**config.mk**
```make
export PLATFORM = sky130hd
export DESIGN_NAME = gms_top
export DESIGN_NICKNAME = d
export VERILOG_FILES = /design/src/logic/gms_pkg.sv /design/src/logic/gms_gear.sv /design/src/logic/gms_top.sv
export SDC_FILE = /design/constraint.sdc
export NUM_CORES = 2
export LEC_CHECK = 0
export ABC_AREA = 1
export BUFFER_PORTS_ARGS = -buffer_cell sky130_fd_sc_hd__clkbuf_2
export CAP_MARGIN = 20
export CORE_MARGIN = 3
export CORE_UTILIZATION = 55
export CTS_BUF_LIST = sky130_fd_sc_hd__clkbuf_8
export CTS_CLUSTER_DIAMETER = 150
export CTS_CLUSTER_SIZE = 16
export DETAILED_ROUTE_END_ITERATION = 7
export PLACE_DENSITY = 0.77
export REMOVE_ABC_BUFFERS = 1
export SYNTH_ARGS = -nofsm -noshare
export SYNTH_HDL_FRONTEND = slang
export SYNTH_SLANG_ARGS = --single-unit
```
**constraint.sdc**
```tcl
create_clock -name i_clk -period 12 [get_ports i_clk]
set_input_delay 1.2 -clock i_clk [delete_from_list [all_inputs] [get_ports i_clk]]
set_output_delay 1.2 -clock i_clk [all_outputs]
set_load 0.01 [all_outputs]
```
**src/logic/gms_pkg.sv**
```systemverilog
// constants and types shared by the gear scaler and motorless test block
// Summary of operation
// - scale each reference unit by numerator over denominator
// - ratio outside 0.001..4000 raises alarm, halts motion
// - select digit 0 enables motorless test after restart
// - select digit 2 picks incremental or absolute scale
// - motorless test simulates motion and feedback internally
// - motorless test blocks regeneration, dynamic brake, brake
// - real direction reported in test only with motor connected
// - link lost mid test keeps motor-absent function set
// - tuning, vibration, polarity functions refused during test
// - reset, offset, origin functions need a motor during test
// - history, jog, init, reset, id functions always allowed
package gms_pkg;
  localparam int unsigned GEAR_W = 30;

  localparam logic [7:0] OFS_GEAR_NUM = 8'h00;
  localparam logic [7:0] OFS_GEAR_DEN = 8'h04;
  localparam logic [7:0] OFS_APP_SEL  = 8'h08;
  localparam logic [7:0] OFS_CTRL     = 8'h0C;
  localparam logic [7:0] OFS_STATUS   = 8'h10;
  localparam logic [7:0] OFS_FN_REQ   = 8'h14;

  localparam logic [29:0] GEAR_NUM_RST = 30'h0000_0004;
  localparam logic [29:0] GEAR_DEN_RST = 30'h0000_0001;
  localparam logic [15:0] APP_SEL_RST  = 16'h0000;

  localparam int unsigned SEL_TEST_LSB  = 0;
  localparam int unsigned SEL_SCALE_LSB = 8;
  localparam logic [3:0]  SEL_DIGIT_ON  = 4'h1;
  localparam int unsigned CTRL_RESTART  = 0;

  localparam int unsigned ST_TEST    = 0;
  localparam int unsigned ST_ABS     = 1;
  localparam int unsigned ST_GEARERR = 2;
  localparam int unsigned ST_MOTOR   = 3;
  localparam int unsigned ST_LOST    = 4;
  localparam int unsigned ST_MODE    = 5;

  localparam logic [41:0] RATIO_LO_MUL = 42'h000_0000_03E8;
  localparam logic [41:0] RATIO_HI_MUL = 42'h000_0000_0FA0;
  localparam logic signed [15:0] PEND_MAX = 16'sh7FFF;
  localparam logic signed [15:0] PEND_MIN = -16'sh7FFF;

  localparam logic [11:0] FN_TUNE_LEVEL = 12'h200;
  localparam logic [11:0] FN_TUNE_LAST  = 12'h207;
  localparam logic [11:0] FN_VIB_INIT   = 12'h01B;
  localparam logic [11:0] FN_POLARITY   = 12'h080;
  localparam logic [11:0] FN_MULTITURN  = 12'h008;
  localparam logic [11:0] FN_CUR_OFS_AU = 12'h00E;
  localparam logic [11:0] FN_CUR_OFS_MN = 12'h00F;
  localparam logic [11:0] FN_ORIGIN_SET = 12'h020;

  localparam logic [1:0] FN_RES_IDLE  = 2'h0;
  localparam logic [1:0] FN_RES_START = 2'h1;
  localparam logic [1:0] FN_RES_NOOP  = 2'h2;

  typedef enum logic [1:0] {
    MD_NORMAL = 2'b00,
    MD_TEST   = 2'b01,
    MD_ALARM  = 2'b10
  } gms_mode_e;
endpackage : gms_pkg

```
**src/logic/gms_gear.sv**
```systemverilog
// electronic gear: reference pulses scaled into feedback steps
`timescale 1ns/100ps
module gms_gear (
  input  wire logic        i_clk,
  input  wire logic        i_srst,
  input  wire logic        i_load,
  input  wire logic [29:0] i_num,
  input  wire logic [29:0] i_den,
  input  wire logic        i_run,
  input  wire logic        i_ref_pulse,
  input  wire logic        i_ref_dir,
  output logic             o_step,
  output logic             o_dir,
  output logic             o_err
);
  localparam int unsigned W = gms_pkg::GEAR_W;

  logic [W-1:0]        num_ff;
  logic [W-1:0]        den_ff;
  logic signed [W+1:0] acc_ff;
  logic signed [W+1:0] nxt_acc;
  logic signed [15:0]  pend_ff;
  logic signed [15:0]  nxt_pend;
  logic                step_ff;
  logic                nxt_step;
  logic                dir_ff;
  logic                nxt_dir;
  logic                err_ff;

  wire signed [W+1:0] num_s   = $signed({2'b00, num_ff});
  wire signed [W+1:0] den_s   = $signed({2'b00, den_ff});
  wire [41:0]         lo_prod = {12'h000, num_ff} * gms_pkg::RATIO_LO_MUL;
  wire [41:0]         hi_prod = {12'h000, den_ff} * gms_pkg::RATIO_HI_MUL;
  // ratio bounds 0.001..4000 checked by cross-multiplying num by 1000 and den by 4000
  // a zero denominator with a zero numerator slips past both products, so it is caught alone
  wire ratio_bad = (den_ff == '0) || (lo_prod < {12'h000, den_ff}) ||
                   ({12'h000, num_ff} > hi_prod);

  // signed remainder keeps the ratio exact across direction reversals
  always_comb begin
    nxt_acc  = acc_ff;
    nxt_pend = pend_ff;
    nxt_step = 1'b0;
    nxt_dir  = dir_ff;
    if (i_run) begin
      if (acc_ff >= den_s) begin
        nxt_acc  = acc_ff - den_s;
        nxt_step = 1'b1;
        nxt_dir  = 1'b1;
      end else if (acc_ff <= -den_s) begin
        nxt_acc  = acc_ff + den_s;
        nxt_step = 1'b1;
        nxt_dir  = 1'b0;
      end else if (pend_ff > 16'sh0000) begin
        nxt_acc  = acc_ff + num_s;
        nxt_pend = pend_ff - 16'sh0001;
      end else if (pend_ff < 16'sh0000) begin
        nxt_acc  = acc_ff - num_s;
        nxt_pend = pend_ff + 16'sh0001;
      end
      // saturating: a burst beyond the counter is dropped, not wrapped
      if (i_ref_pulse && i_ref_dir && nxt_pend != gms_pkg::PEND_MAX) begin
        nxt_pend = nxt_pend + 16'sh0001;
      end else if (i_ref_pulse && !i_ref_dir &&
                   nxt_pend != gms_pkg::PEND_MIN) begin
        nxt_pend = nxt_pend - 16'sh0001;
      end
    end
  end

  always_ff @(posedge i_clk) begin
    if (i_srst) begin
      num_ff  <= gms_pkg::GEAR_NUM_RST;
      den_ff  <= gms_pkg::GEAR_DEN_RST;
      acc_ff  <= '0;
      pend_ff <= '0;
      step_ff <= 1'b0;
      dir_ff  <= 1'b1;
      err_ff  <= 1'b0;
    end else if (i_load) begin
      num_ff  <= i_num;
      den_ff  <= i_den;
      acc_ff  <= '0;
      pend_ff <= '0;
      step_ff <= 1'b0;
      err_ff  <= err_ff;
    end else begin
      acc_ff  <= nxt_acc;
      pend_ff <= nxt_pend;
      step_ff <= nxt_step;
      dir_ff  <= nxt_dir;
      err_ff  <= ratio_bad;
    end
  end

  assign o_step = step_ff;
  assign o_dir  = dir_ff;
  assign o_err  = err_ff;
endmodule : gms_gear

```
**src/logic/gms_top.sv**
```systemverilog
// gear scaler with motorless test mode, apb register slave
`timescale 1ns/100ps
module gms_top (
  input  wire logic        i_clk,
  input  wire logic        i_srst,
  input  wire logic        i_psel,
  input  wire logic        i_penable,
  input  wire logic        i_pwrite,
  input  wire logic [7:0]  i_paddr,
  input  wire logic [31:0] i_pwdata,
  output logic [31:0]      o_prdata,
  output logic             o_pready,
  output logic             o_pslverr,
  input  wire logic        i_ref_pulse,
  input  wire logic        i_ref_dir,
  input  wire logic        i_enc_link,
  input  wire logic        i_enc_dir,
  input  wire logic        i_regen_req,
  input  wire logic        i_dbrake_req,
  input  wire logic        i_brake_req,
  output logic             o_fb_step,
  output logic             o_fb_dir,
  output logic             o_sim_active,
  output logic             o_scale_abs,
  output logic             o_alarm,
  output logic             o_drive_en,
  output logic             o_regen_en,
  output logic             o_dbrake_en,
  output logic             o_brake_out,
  output logic             o_dir_valid,
  output logic             o_dir,
  output logic             o_fn_start,
  output logic [11:0]      o_fn_code
);
  // pin synchronisers: ref pulse, ref dir, encoder link, encoder dir
  logic [3:0]  sync1_ff;
  logic [3:0]  sync2_ff;
  logic        ref_prev_ff;
  logic [29:0] num_ff;
  logic [29:0] den_ff;
  logic [15:0] sel_ff;
  logic        test_ff;
  logic        abs_ff;
  logic        link_start_ff;
  logic        link_lost_ff;
  logic        restart_ff;
  gms_pkg::gms_mode_e mode_ff;
  gms_pkg::gms_mode_e nxt_mode;
  logic [1:0]  fn_res_ff;
  logic [11:0] fn_code_ff;
  logic        fn_start_ff;
  logic [31:0] prdata_ff;
  logic        pready_ff;
  logic        pslverr_ff;
  logic        alarm_ff;
  logic        drive_ff;
  logic        regen_ff;
  logic        dbrake_ff;
  logic        brake_ff;
  logic        dir_valid_ff;
  logic        dir_ff;
  logic        gear_step;
  logic        gear_dir;
  logic        gear_err;

  always_ff @(posedge i_clk) begin
    if (i_srst) begin
      sync1_ff <= 4'h0;
      sync2_ff <= 4'h0;
    end else begin
      sync1_ff <= {i_enc_dir, i_enc_link, i_ref_dir, i_ref_pulse};
      sync2_ff <= sync1_ff;
    end
  end

  wire ref_lvl  = sync2_ff[0];
  wire ref_dir  = sync2_ff[1];
  wire link_lvl = sync2_ff[2];
  wire enc_dir  = sync2_ff[3];
  wire ref_edge = ref_lvl && !ref_prev_ff;

  // apb decode; write lands on the edge that completes the transfer
  wire access   = i_psel && i_penable && !pready_ff;
  wire finish   = i_psel && i_penable && pready_ff;
  wire wr_fire  = finish && i_pwrite;
  wire hit_num  = i_paddr == gms_pkg::OFS_GEAR_NUM;
  wire hit_den  = i_paddr == gms_pkg::OFS_GEAR_DEN;
  wire hit_sel  = i_paddr == gms_pkg::OFS_APP_SEL;
  wire hit_ctrl = i_paddr == gms_pkg::OFS_CTRL;
  wire hit_stat = i_paddr == gms_pkg::OFS_STATUS;
  wire hit_fn   = i_paddr == gms_pkg::OFS_FN_REQ;
  wire hit_any  = hit_num || hit_den || hit_sel || hit_ctrl ||
                  hit_stat || hit_fn;
  wire restart  = wr_fire && hit_ctrl && i_pwdata[gms_pkg::CTRL_RESTART];
  wire fn_req   = wr_fire && hit_fn;
  wire [11:0] req_code = i_pwdata[11:0];

  wire [3:0] test_dig  = sel_ff[gms_pkg::SEL_TEST_LSB +: 4];
  wire [3:0] scale_dig = sel_ff[gms_pkg::SEL_SCALE_LSB +: 4];

  // motor counts as present only if linked at restart and now, and, in test, never dropped since restart
  wire motor_ok = link_lvl && link_start_ff && !link_lost_ff;

  wire cls_never = (req_code >= gms_pkg::FN_TUNE_LEVEL &&
                    req_code <= gms_pkg::FN_TUNE_LAST) ||
                   req_code == gms_pkg::FN_VIB_INIT ||
                   req_code == gms_pkg::FN_POLARITY;
  wire cls_motor = req_code == gms_pkg::FN_MULTITURN ||
                   req_code == gms_pkg::FN_CUR_OFS_AU ||
                   req_code == gms_pkg::FN_CUR_OFS_MN ||
                   req_code == gms_pkg::FN_ORIGIN_SET;
  wire fn_ok = !test_ff || (!cls_never && (!cls_motor || motor_ok));

  wire [31:0] stat_word = {25'h000_0000, mode_ff, link_lost_ff,
                           motor_ok, gear_err, abs_ff, test_ff};
  wire [31:0] rd_data =
    hit_num  ? {2'b00, num_ff} :
    hit_den  ? {2'b00, den_ff} :
    hit_sel  ? {16'h0000, sel_ff} :
    hit_stat ? stat_word :
    hit_fn   ? {18'h0_0000, fn_res_ff, fn_code_ff} : 32'h0000_0000;

  always_ff @(posedge i_clk) begin
    if (i_srst) begin
      pready_ff  <= 1'b0;
      pslverr_ff <= 1'b0;
      prdata_ff  <= 32'h0000_0000;
    end else begin
      pready_ff  <= access;
      pslverr_ff <= access && !hit_any;
      if (access) begin
        prdata_ff <= rd_data;
      end
    end
  end

  // settings are shadows; they act only when restart copies them
  always_ff @(posedge i_clk) begin
    if (i_srst) begin
      num_ff <= gms_pkg::GEAR_NUM_RST;
      den_ff <= gms_pkg::GEAR_DEN_RST;
      sel_ff <= gms_pkg::APP_SEL_RST;
    end else if (wr_fire) begin
      if (hit_num) num_ff <= i_pwdata[29:0];
      if (hit_den) den_ff <= i_pwdata[29:0];
      if (hit_sel) sel_ff <= i_pwdata[15:0];
    end
  end

  always_ff @(posedge i_clk) begin
    if (i_srst) begin
      test_ff    <= 1'b0;
      abs_ff     <= 1'b0;
      restart_ff <= 1'b0;
    end else begin
      restart_ff <= restart;
      if (restart) begin
        test_ff <= test_dig == gms_pkg::SEL_DIGIT_ON;
        abs_ff  <= scale_dig == gms_pkg::SEL_DIGIT_ON;
      end
    end
  end

  always_ff @(posedge i_clk) begin
    if (i_srst) begin
      link_start_ff <= 1'b0;
      link_lost_ff  <= 1'b0;
      ref_prev_ff   <= 1'b0;
    end else begin
      ref_prev_ff <= ref_lvl;
      if (restart) begin
        link_start_ff <= link_lvl;
        link_lost_ff  <= 1'b0;
      end else if (test_ff && !link_lvl) begin
        link_lost_ff <= 1'b1;
      end
    end
  end

  always_comb begin
    nxt_mode = mode_ff;
    case (mode_ff)
      gms_pkg::MD_NORMAL,
      gms_pkg::MD_TEST,
      gms_pkg::MD_ALARM: begin
        if (gear_err) begin
          nxt_mode = gms_pkg::MD_ALARM;
        end else if (test_ff) begin
          nxt_mode = gms_pkg::MD_TEST;
        end else begin
          nxt_mode = gms_pkg::MD_NORMAL;
        end
      end
      default: nxt_mode = gms_pkg::MD_NORMAL;
    endcase
  end

  // in test the motor bridge stays off; gear feedback is the motion
  always_ff @(posedge i_clk) begin
    if (i_srst) begin
      mode_ff      <= gms_pkg::MD_NORMAL;
      alarm_ff     <= 1'b0;
      drive_ff     <= 1'b0;
      regen_ff     <= 1'b0;
      dbrake_ff    <= 1'b0;
      brake_ff     <= 1'b0;
      dir_valid_ff <= 1'b0;
      dir_ff       <= 1'b0;
    end else begin
      mode_ff      <= nxt_mode;
      alarm_ff     <= nxt_mode == gms_pkg::MD_ALARM;
      drive_ff     <= nxt_mode == gms_pkg::MD_NORMAL;
      regen_ff     <= i_regen_req && !test_ff;
      dbrake_ff    <= i_dbrake_req && !test_ff;
      brake_ff     <= i_brake_req && !test_ff;
      dir_valid_ff <= !test_ff || motor_ok;
      dir_ff       <= enc_dir && (!test_ff || motor_ok);
    end
  end

  always_ff @(posedge i_clk) begin
    if (i_srst) begin
      fn_res_ff   <= gms_pkg::FN_RES_IDLE;
      fn_code_ff  <= 12'h000;
      fn_start_ff <= 1'b0;
    end else begin
      fn_start_ff <= fn_req && fn_ok;
      if (fn_req && fn_ok) begin
        fn_res_ff  <= gms_pkg::FN_RES_START;
        fn_code_ff <= req_code;
      end else if (fn_req) begin
        fn_res_ff <= gms_pkg::FN_RES_NOOP;
      end
    end
  end

  gms_gear u_gear (
    .i_clk       (i_clk),
    .i_srst      (i_srst),
    .i_load      (restart_ff),
    .i_num       (num_ff),
    .i_den       (den_ff),
    .i_run       (mode_ff != gms_pkg::MD_ALARM),
    .i_ref_pulse (ref_edge),
    .i_ref_dir   (ref_dir),
    .o_step      (gear_step),
    .o_dir       (gear_dir),
    .o_err       (gear_err)
  );

  assign o_prdata     = prdata_ff;
  assign o_pready     = pready_ff;
  assign o_pslverr    = pslverr_ff;
  assign o_fb_step    = gear_step;
  assign o_fb_dir     = gear_dir;
  assign o_sim_active = test_ff;
  assign o_scale_abs  = abs_ff;
  assign o_alarm      = alarm_ff;
  assign o_drive_en   = drive_ff;
  assign o_regen_en   = regen_ff;
  assign o_dbrake_en  = dbrake_ff;
  assign o_brake_out  = brake_ff;
  assign o_dir_valid  = dir_valid_ff;
  assign o_dir        = dir_ff;
  assign o_fn_start   = fn_start_ff;
  assign o_fn_code    = fn_code_ff;
endmodule : gms_top

```
Yosys cells after proc, flatten, opt, wreduce, memory -nomap -nowiden
Index checks and enable logic that the tools add are counted. Widths: inputs -> output; s select.

Register bits: 259. Bits in latches: 0. RAM bits: 0. ROM bits: 0. Input bits: 52. Output and inout port bits: 58. Word-level logic and storage cells: 162. Memories: 0.

$add $sub $neg: 9. Multipliers: 2. Div/mod/pow operators: 0. Order comparisons: 8. Equal/unequal tests: 19. Shifts and indexed selects: 0. Mux-type cells: 25. Bitwise gates (word level): 2. Reductions and logical operators: 64.

Operator list (number): $mux 16 (8); $mux 32 (4); $mul 30x7->37 const B (2); $add 32x31->32 (2); $sub 32x31->32 (2); $mux 30 (2); $gt 30x42->1 (1); $lt 40x30->1 (1); $eq 12x4->1 const B (3); $add 16x2->16 const B (2); $ge 32x31->1 (1); $le 32x32->1 (1); $ne 16x16->1 const B (2); $neg 30->32 (1); $sub 16x2->16 const B (2); $logic_not 30->1 (1); $mux 14 (2); $logic_and 1x1->1 (23); $eq 8x4->1 const B (2); $eq 8x5->1 const B (2); $gt 16x1->1 const B (1); $lt 16x1->1 const B (1); $logic_or 1x1->1 (15); $eq 12x5->1 const B (1); 21 further kinds (47).

Logic depth before layout (Yosys ltp)
Depth in word-level cells: 10. Mapped depth: 50. Gate-level depth less buffers: 48.

Hierarchy
Synthesis repeated with hierarchy kept, for this count alone.

Cells, all modules: 4098. Area total of the unflattened synthesis: 29798.6 um^2.

By module, submodules not included: gms_gear (times used 1, cells each 3334, area an instance 23943.0 um^2, sequential area each 2222.1 um^2); gms_top (times used 1, cells each 764, area an instance 5855.6 um^2, sequential area each 2922.8 um^2).

Worst setup path after synthesis
OpenSTA, ideal clock, no wires.

Path kind: register to register. Start point: register u_gear.den_ff[2]. End point: register u_gear.acc_ff[27]. Setup time: 0.134 ns. Arrival time: 5.951 ns. Required time: 11.866 ns. Path slack: 5.915 ns. Cell stages (with the launch flop): 49. Path buffers: 2. Clock period less this slack: 6.085 ns. Path through: dfxtp_1 inv_1 ha_1 nand3_1 inv_1 nand2_1 inv_1 nand4_1 inv_1 nand2_1 nor2_1 nand2_1 nor2_1 nand2_1 nor2_1 nand2_1 nor2_1 xor2_1 (+13 left out) nand2_1 a21oi_1 o21bai_1 nand3_1 nand2_1 nand2_1 nand2_1 nand2_1 nand2_1 nand2_1 a22oi_1 nand3_1 nand2_1 nand2_1 nand2_1 nand2_1 nand3_1 a31oi_1.

Cells in the longest elaborated chain, start to end: 4. Elaborated cells on any way between the ends: 9. Classes of those cells: 3 x add/sub; 2 x order compare; 2 x mux; 2 x reduce/logical.

RTL lines: start: declaration (line gms_gear.sv:19) `logic [W-1:0] den_ff;`; start signal: assignment (line gms_gear.sv:74) `den_ff <= gms_pkg::GEAR_DEN_RST;`; start signal: assignment (line gms_gear.sv:82) `den_ff <= i_den;`; $neg 30->32 (line gms_gear.sv:50) `end else if (acc_ff <= -den_s) begin`; $le 32x32->1 (line gms_gear.sv:50); $reduce_bool 4->1 (no line) or $mux 32 (tied branches); $reduce_and 2->1 (no line) or $mux 32 (tied branches); end signal: assignment (line gms_gear.sv:88) `acc_ff <= nxt_acc;`; end: declaration (line gms_gear.sv:20) `logic signed [W+1:0] acc_ff;`.

Parallel ways exist; a longest one is shown, timed or not. A chain may end at the register's enable or synchronous reset.

Worst setup path after layout
Start point: register u_gear.den_ff[2]. End point: register u_gear.acc_ff[24].

The elaborated chain is that of the path after synthesis.

==> summary.txt <==
========================================================================================================
Fmax                                                                                             126 MHz
Maximum number of pins on one net before global-route repair                                         109
Number of global-route vias before repair                                                          26600
Initial antenna violation count                                                                        0
Worst min path class                                                                        flip-flop to flip-flop
Cell Rows                                                                                             84
Post-CTS clock slew at the launch and capture registers of the worst setup and hold paths         130 ps
GRT Total Usage                                                                                    29.2%
Area fraction of the dominant cell type after synthesis                                            17.2%
Synthesized flop and latch total                                                                     257
Minimum clock period                                                                             7930 ps
Area growth syn-to-layout                                                                          4.30%
Relative slew slack                                                                                29.2%
Unique masters post-synth                                                                             71
Count of clock tree sinks                                                                            257
Max Cap Viol                                                                                           0
Count of input and output buffers                                                                    105
Arrival time reported for the critical path endpoint                                             8500 ps
Most used DFF post-synth                                                                    sky130_fd_sc_hd__dfxtp_1
Proportion of layout cells with a drive suffix above 1                                             6.31%
Area of the mapped netlist                                                                    29900 um^2
Internal power component                                                                       0.00212 W
Worst hold path startpoint                                                                   sync1_ff[3]
Weighted congestion reported at the end of routability-driven placement                            0.963
Most numerous cell types in the synthesized netlist                                         sky130_fd_sc_hd__nand2_1 (662), sky130_fd_sc_hd__inv_1 (648), sky130_fd_sc_hd__ha_1 (368), sky130_fd_sc_hd__a21oi_1 (356), sky130_fd_sc_hd__nor2_1 (340)
Critical path data required time                                                                12570 ps
Period utilisation layout                                                                          66.1%
Routed vias                                                                                        27100
Final antenna-violating net count                                                                      0
Peak supply drop                                                                                0.127 mV
Most numerous cell in the Yosys netlist                                                     sky130_fd_sc_hd__nand2_1
Sequential power share                                                                             22.3%
Setup repair after global routing missed its margin                                                   no
Final Util                                                                                         58.6%
Endpoints failing setup                                                                                0
Mapped Cells                                                                                        4052
Share of power burned in combinational logic                                                       67.4%
# H-tree levels                                                                                        1
Number of synthesized flops with an enable pin                                                         0
Global-route wire length before repair                                                         136000 um
Root Buffer                                                                                 sky130_fd_sc_hd__clkbuf_8
Critical Path Source                                                                        u_gear.den_ff[2]
CTS tree                                                                                             yes
Total Die Area                                                                                57100 um^2
Post-synthesis cell type with the largest combined area                                     sky130_fd_sc_hd__dfxtp_1
Fraction of registers with async set/reset                                                            0%
WL per Instance                                                                                  17.3 um
Sum of routed wire length over all layers                                                       82400 um
Number of hold buffers added after CTS                                                                 0
Final count of hold timing violations                                                                  0
Transition time at the pin with the least slew margin                                            1060 ps
Skew final                                                                                       56.9 ps
Final TNS setup                                                                                     0 ps
Net switching power figure                                                                     0.00251 W
Starting Density                                                                                   56.2%
Leakage power figure                                                                             15.1 nW
Synthesized area per cell                                                                      7.37 um^2
Number of max-slew violations in the final report                                                      0
Post-CTS setup-driven buffer insertion count                                                           0
Launching element type of the critical path                                                    flip-flop
CTS Buffer Depth                                                                                       3
Status                                                                                      complete, no violations
Starting DRT DRC Count                                                                              1958
Number of DRC violations after detailed routing                                                        0
Number of antenna diodes                                                                               0
Final HPWL from detailed placement                                                              66500 um
Critical path capture point type                                                               flip-flop
Final Net Count                                                                                     4728
Startpoint of the lowest-slack register-to-register path                                    u_gear.den_ff[2]
Critical Path Slowest Stage Cell                                                            sky130_fd_sc_hd__nand3_4
Ports placed on the boundary                                                                         110
Number of gates resized after CTS                                                                      0
Total core area                                                                               53200 um^2
Yosys Warn Count                                                                                       0
Switching power share of the total                                                                 54.2%
Synth top area cells                                                                        sky130_fd_sc_hd__dfxtp_1 (17%), sky130_fd_sc_hd__ha_1 (15%), sky130_fd_sc_hd__fa_1 (15%)
Via density                                                                                         5.67
Class of the most critical setup path                                                       flip-flop to flip-flop
Skew-Pair Late Insertion Delay                                                                    640 ps
Die X                                                                                             239 um
CP Max Fanout                                                                                         40
Chip Height                                                                                       239 um
Clk network pwr share                                                                              10.3%
First drt pass iteration count                                                                         5
Total of fill cells in the finished design                                                          5047
Maximum cell stage delay along the critical path                                                  480 ps
Clock buffers created by TritonCTS                                                                    20
Areal power density over the cells                                                           149 nW/um^2
Remaining global-route overflow                                                                        0
Portion of the post-synthesis area used by sequential elements                                     17.2%
Cell mode on critical path                                                                  sky130_fd_sc_hd__nand2_1
========================================================================================================
-- power groups by stage --
stage / Sequential, W / Clock, W / Combinational (W)
finish: 0.00104 / 0.000476 / 0.00312
global route: 0.00105 / 0.000508 / 0.00353
CTS: 0.00103 / 0.000486 / 0.00308
detailed placement: 0.00105 / 0 / 0.00307
global placement: 0.00105 / 0 / 0.00302
floorplan: 0.00102 / 0 / 0.00237
-- sequential cells by signal, summed over array words and instances, names as in the netlist, 2 cells and up --
name	count
den_ff	30
fn_res_ff	2
mode_ff	2
num_ff	30
o_fn_code	12
o_prdata	30
sel_ff	16
sync1_ff	4
sync2_ff	4
u_gear.acc_ff	32
u_gear.den_ff	30
u_gear.num_ff	30
u_gear.pend_ff	16
-- stage by stage --
stage          hold WS, ps  std cells  area [um^2]  power [W]  setup slack, ps
2_1_floorplan          388       3948        29400    0.00338             6000
3_3_place_gp           390       4752        30800    0.00407             4280
3_5_place_dp           394       4752        30800    0.00412             4240
4_1_cts                410       4776        31200    0.00459             4140
5_1_grt                425       4776        31200    0.00509             3300
6_report               409       4776        31200    0.00463             4070
-- layout by cell type, fill, tap and decap left out, types with 20 or more instances in the layout --
cell type                  count
sky130_fd_sc_hd__a21oi_1     356
sky130_fd_sc_hd__a31oi_1      31
sky130_fd_sc_hd__clkbuf_2    105
sky130_fd_sc_hd__clkbuf_8     20
sky130_fd_sc_hd__dfxtp_1     257
sky130_fd_sc_hd__fa_1        222
sky130_fd_sc_hd__ha_1        368
sky130_fd_sc_hd__inv_1       648
sky130_fd_sc_hd__nand2_1     662
sky130_fd_sc_hd__nand2_2      23
sky130_fd_sc_hd__nand3_1     164
sky130_fd_sc_hd__nand4_1      50
sky130_fd_sc_hd__nor2_1      336
sky130_fd_sc_hd__nor2_2       22
sky130_fd_sc_hd__nor3_1       41
sky130_fd_sc_hd__o211ai_1     31
sky130_fd_sc_hd__o21ai_0     316
sky130_fd_sc_hd__xnor2_1      48
sky130_fd_sc_hd__xor2_1      132
-- layer usage --
layer,track usage (%),routed length [um]
met1,39.8,36300
met2,48.8,37900
met3,3.75,5620
met4,8.54,2570
met5,0,0
-- final cells by class --
cell class | instances | area, um^2 | area share (%)
well taps | 688 | 861 | 2.76
clock buffers | 20 | 275 | 0.884
multi-input cells | 3025 | 21700 | 69.7
flip-flops and latches | 257 | 5140 | 16.5
inverters | 666 | 2510 | 8.06
repair buffers | 116 | 608 | 1.95
clock inverters | 4 | 37.5 | 0.120
-- final timing paths --
| path | depth (start not counted) | end | slack, ps |
|---|---|---|---|
| min | 2 | sync2_ff[3] | 410 |
| max reg2reg | 44 | u_gear.acc_ff[24] | 4070 |
| min reg2reg | 2 | sync2_ff[3] | 410 |
| max | 44 | u_gear.acc_ff[24] | 4070 |
-- logic make-up (layout without fill, tap and decap cells) --
kind of cell	after synthesis	in the layout	synth area share [%]
simple gates	1367	1367	20.1
mux	17	17	0.570
xor+xnor	184	184	5.50
compound gates	865	865	16.2
flops	257	257	17.2
other cells	1	2	0.0126
buf+inv	771	806	10.1
fa+ha+maj	590	590	30.3
-- critical path: cells and delay by family, from the launching register on --
kind | cells | cell delay (ps)
AO/OA/AOI/OAI | 7 | 1620
XOR/XNOR | 1 | 190
adder cells (fa/ha/maj) | 4 | 1090
buffers and inverters | 4 | 590
flip-flops | 1 | 430
AND/OR/NAND/NOR | 28 | 3910
(Power assumes the default switching activity.)
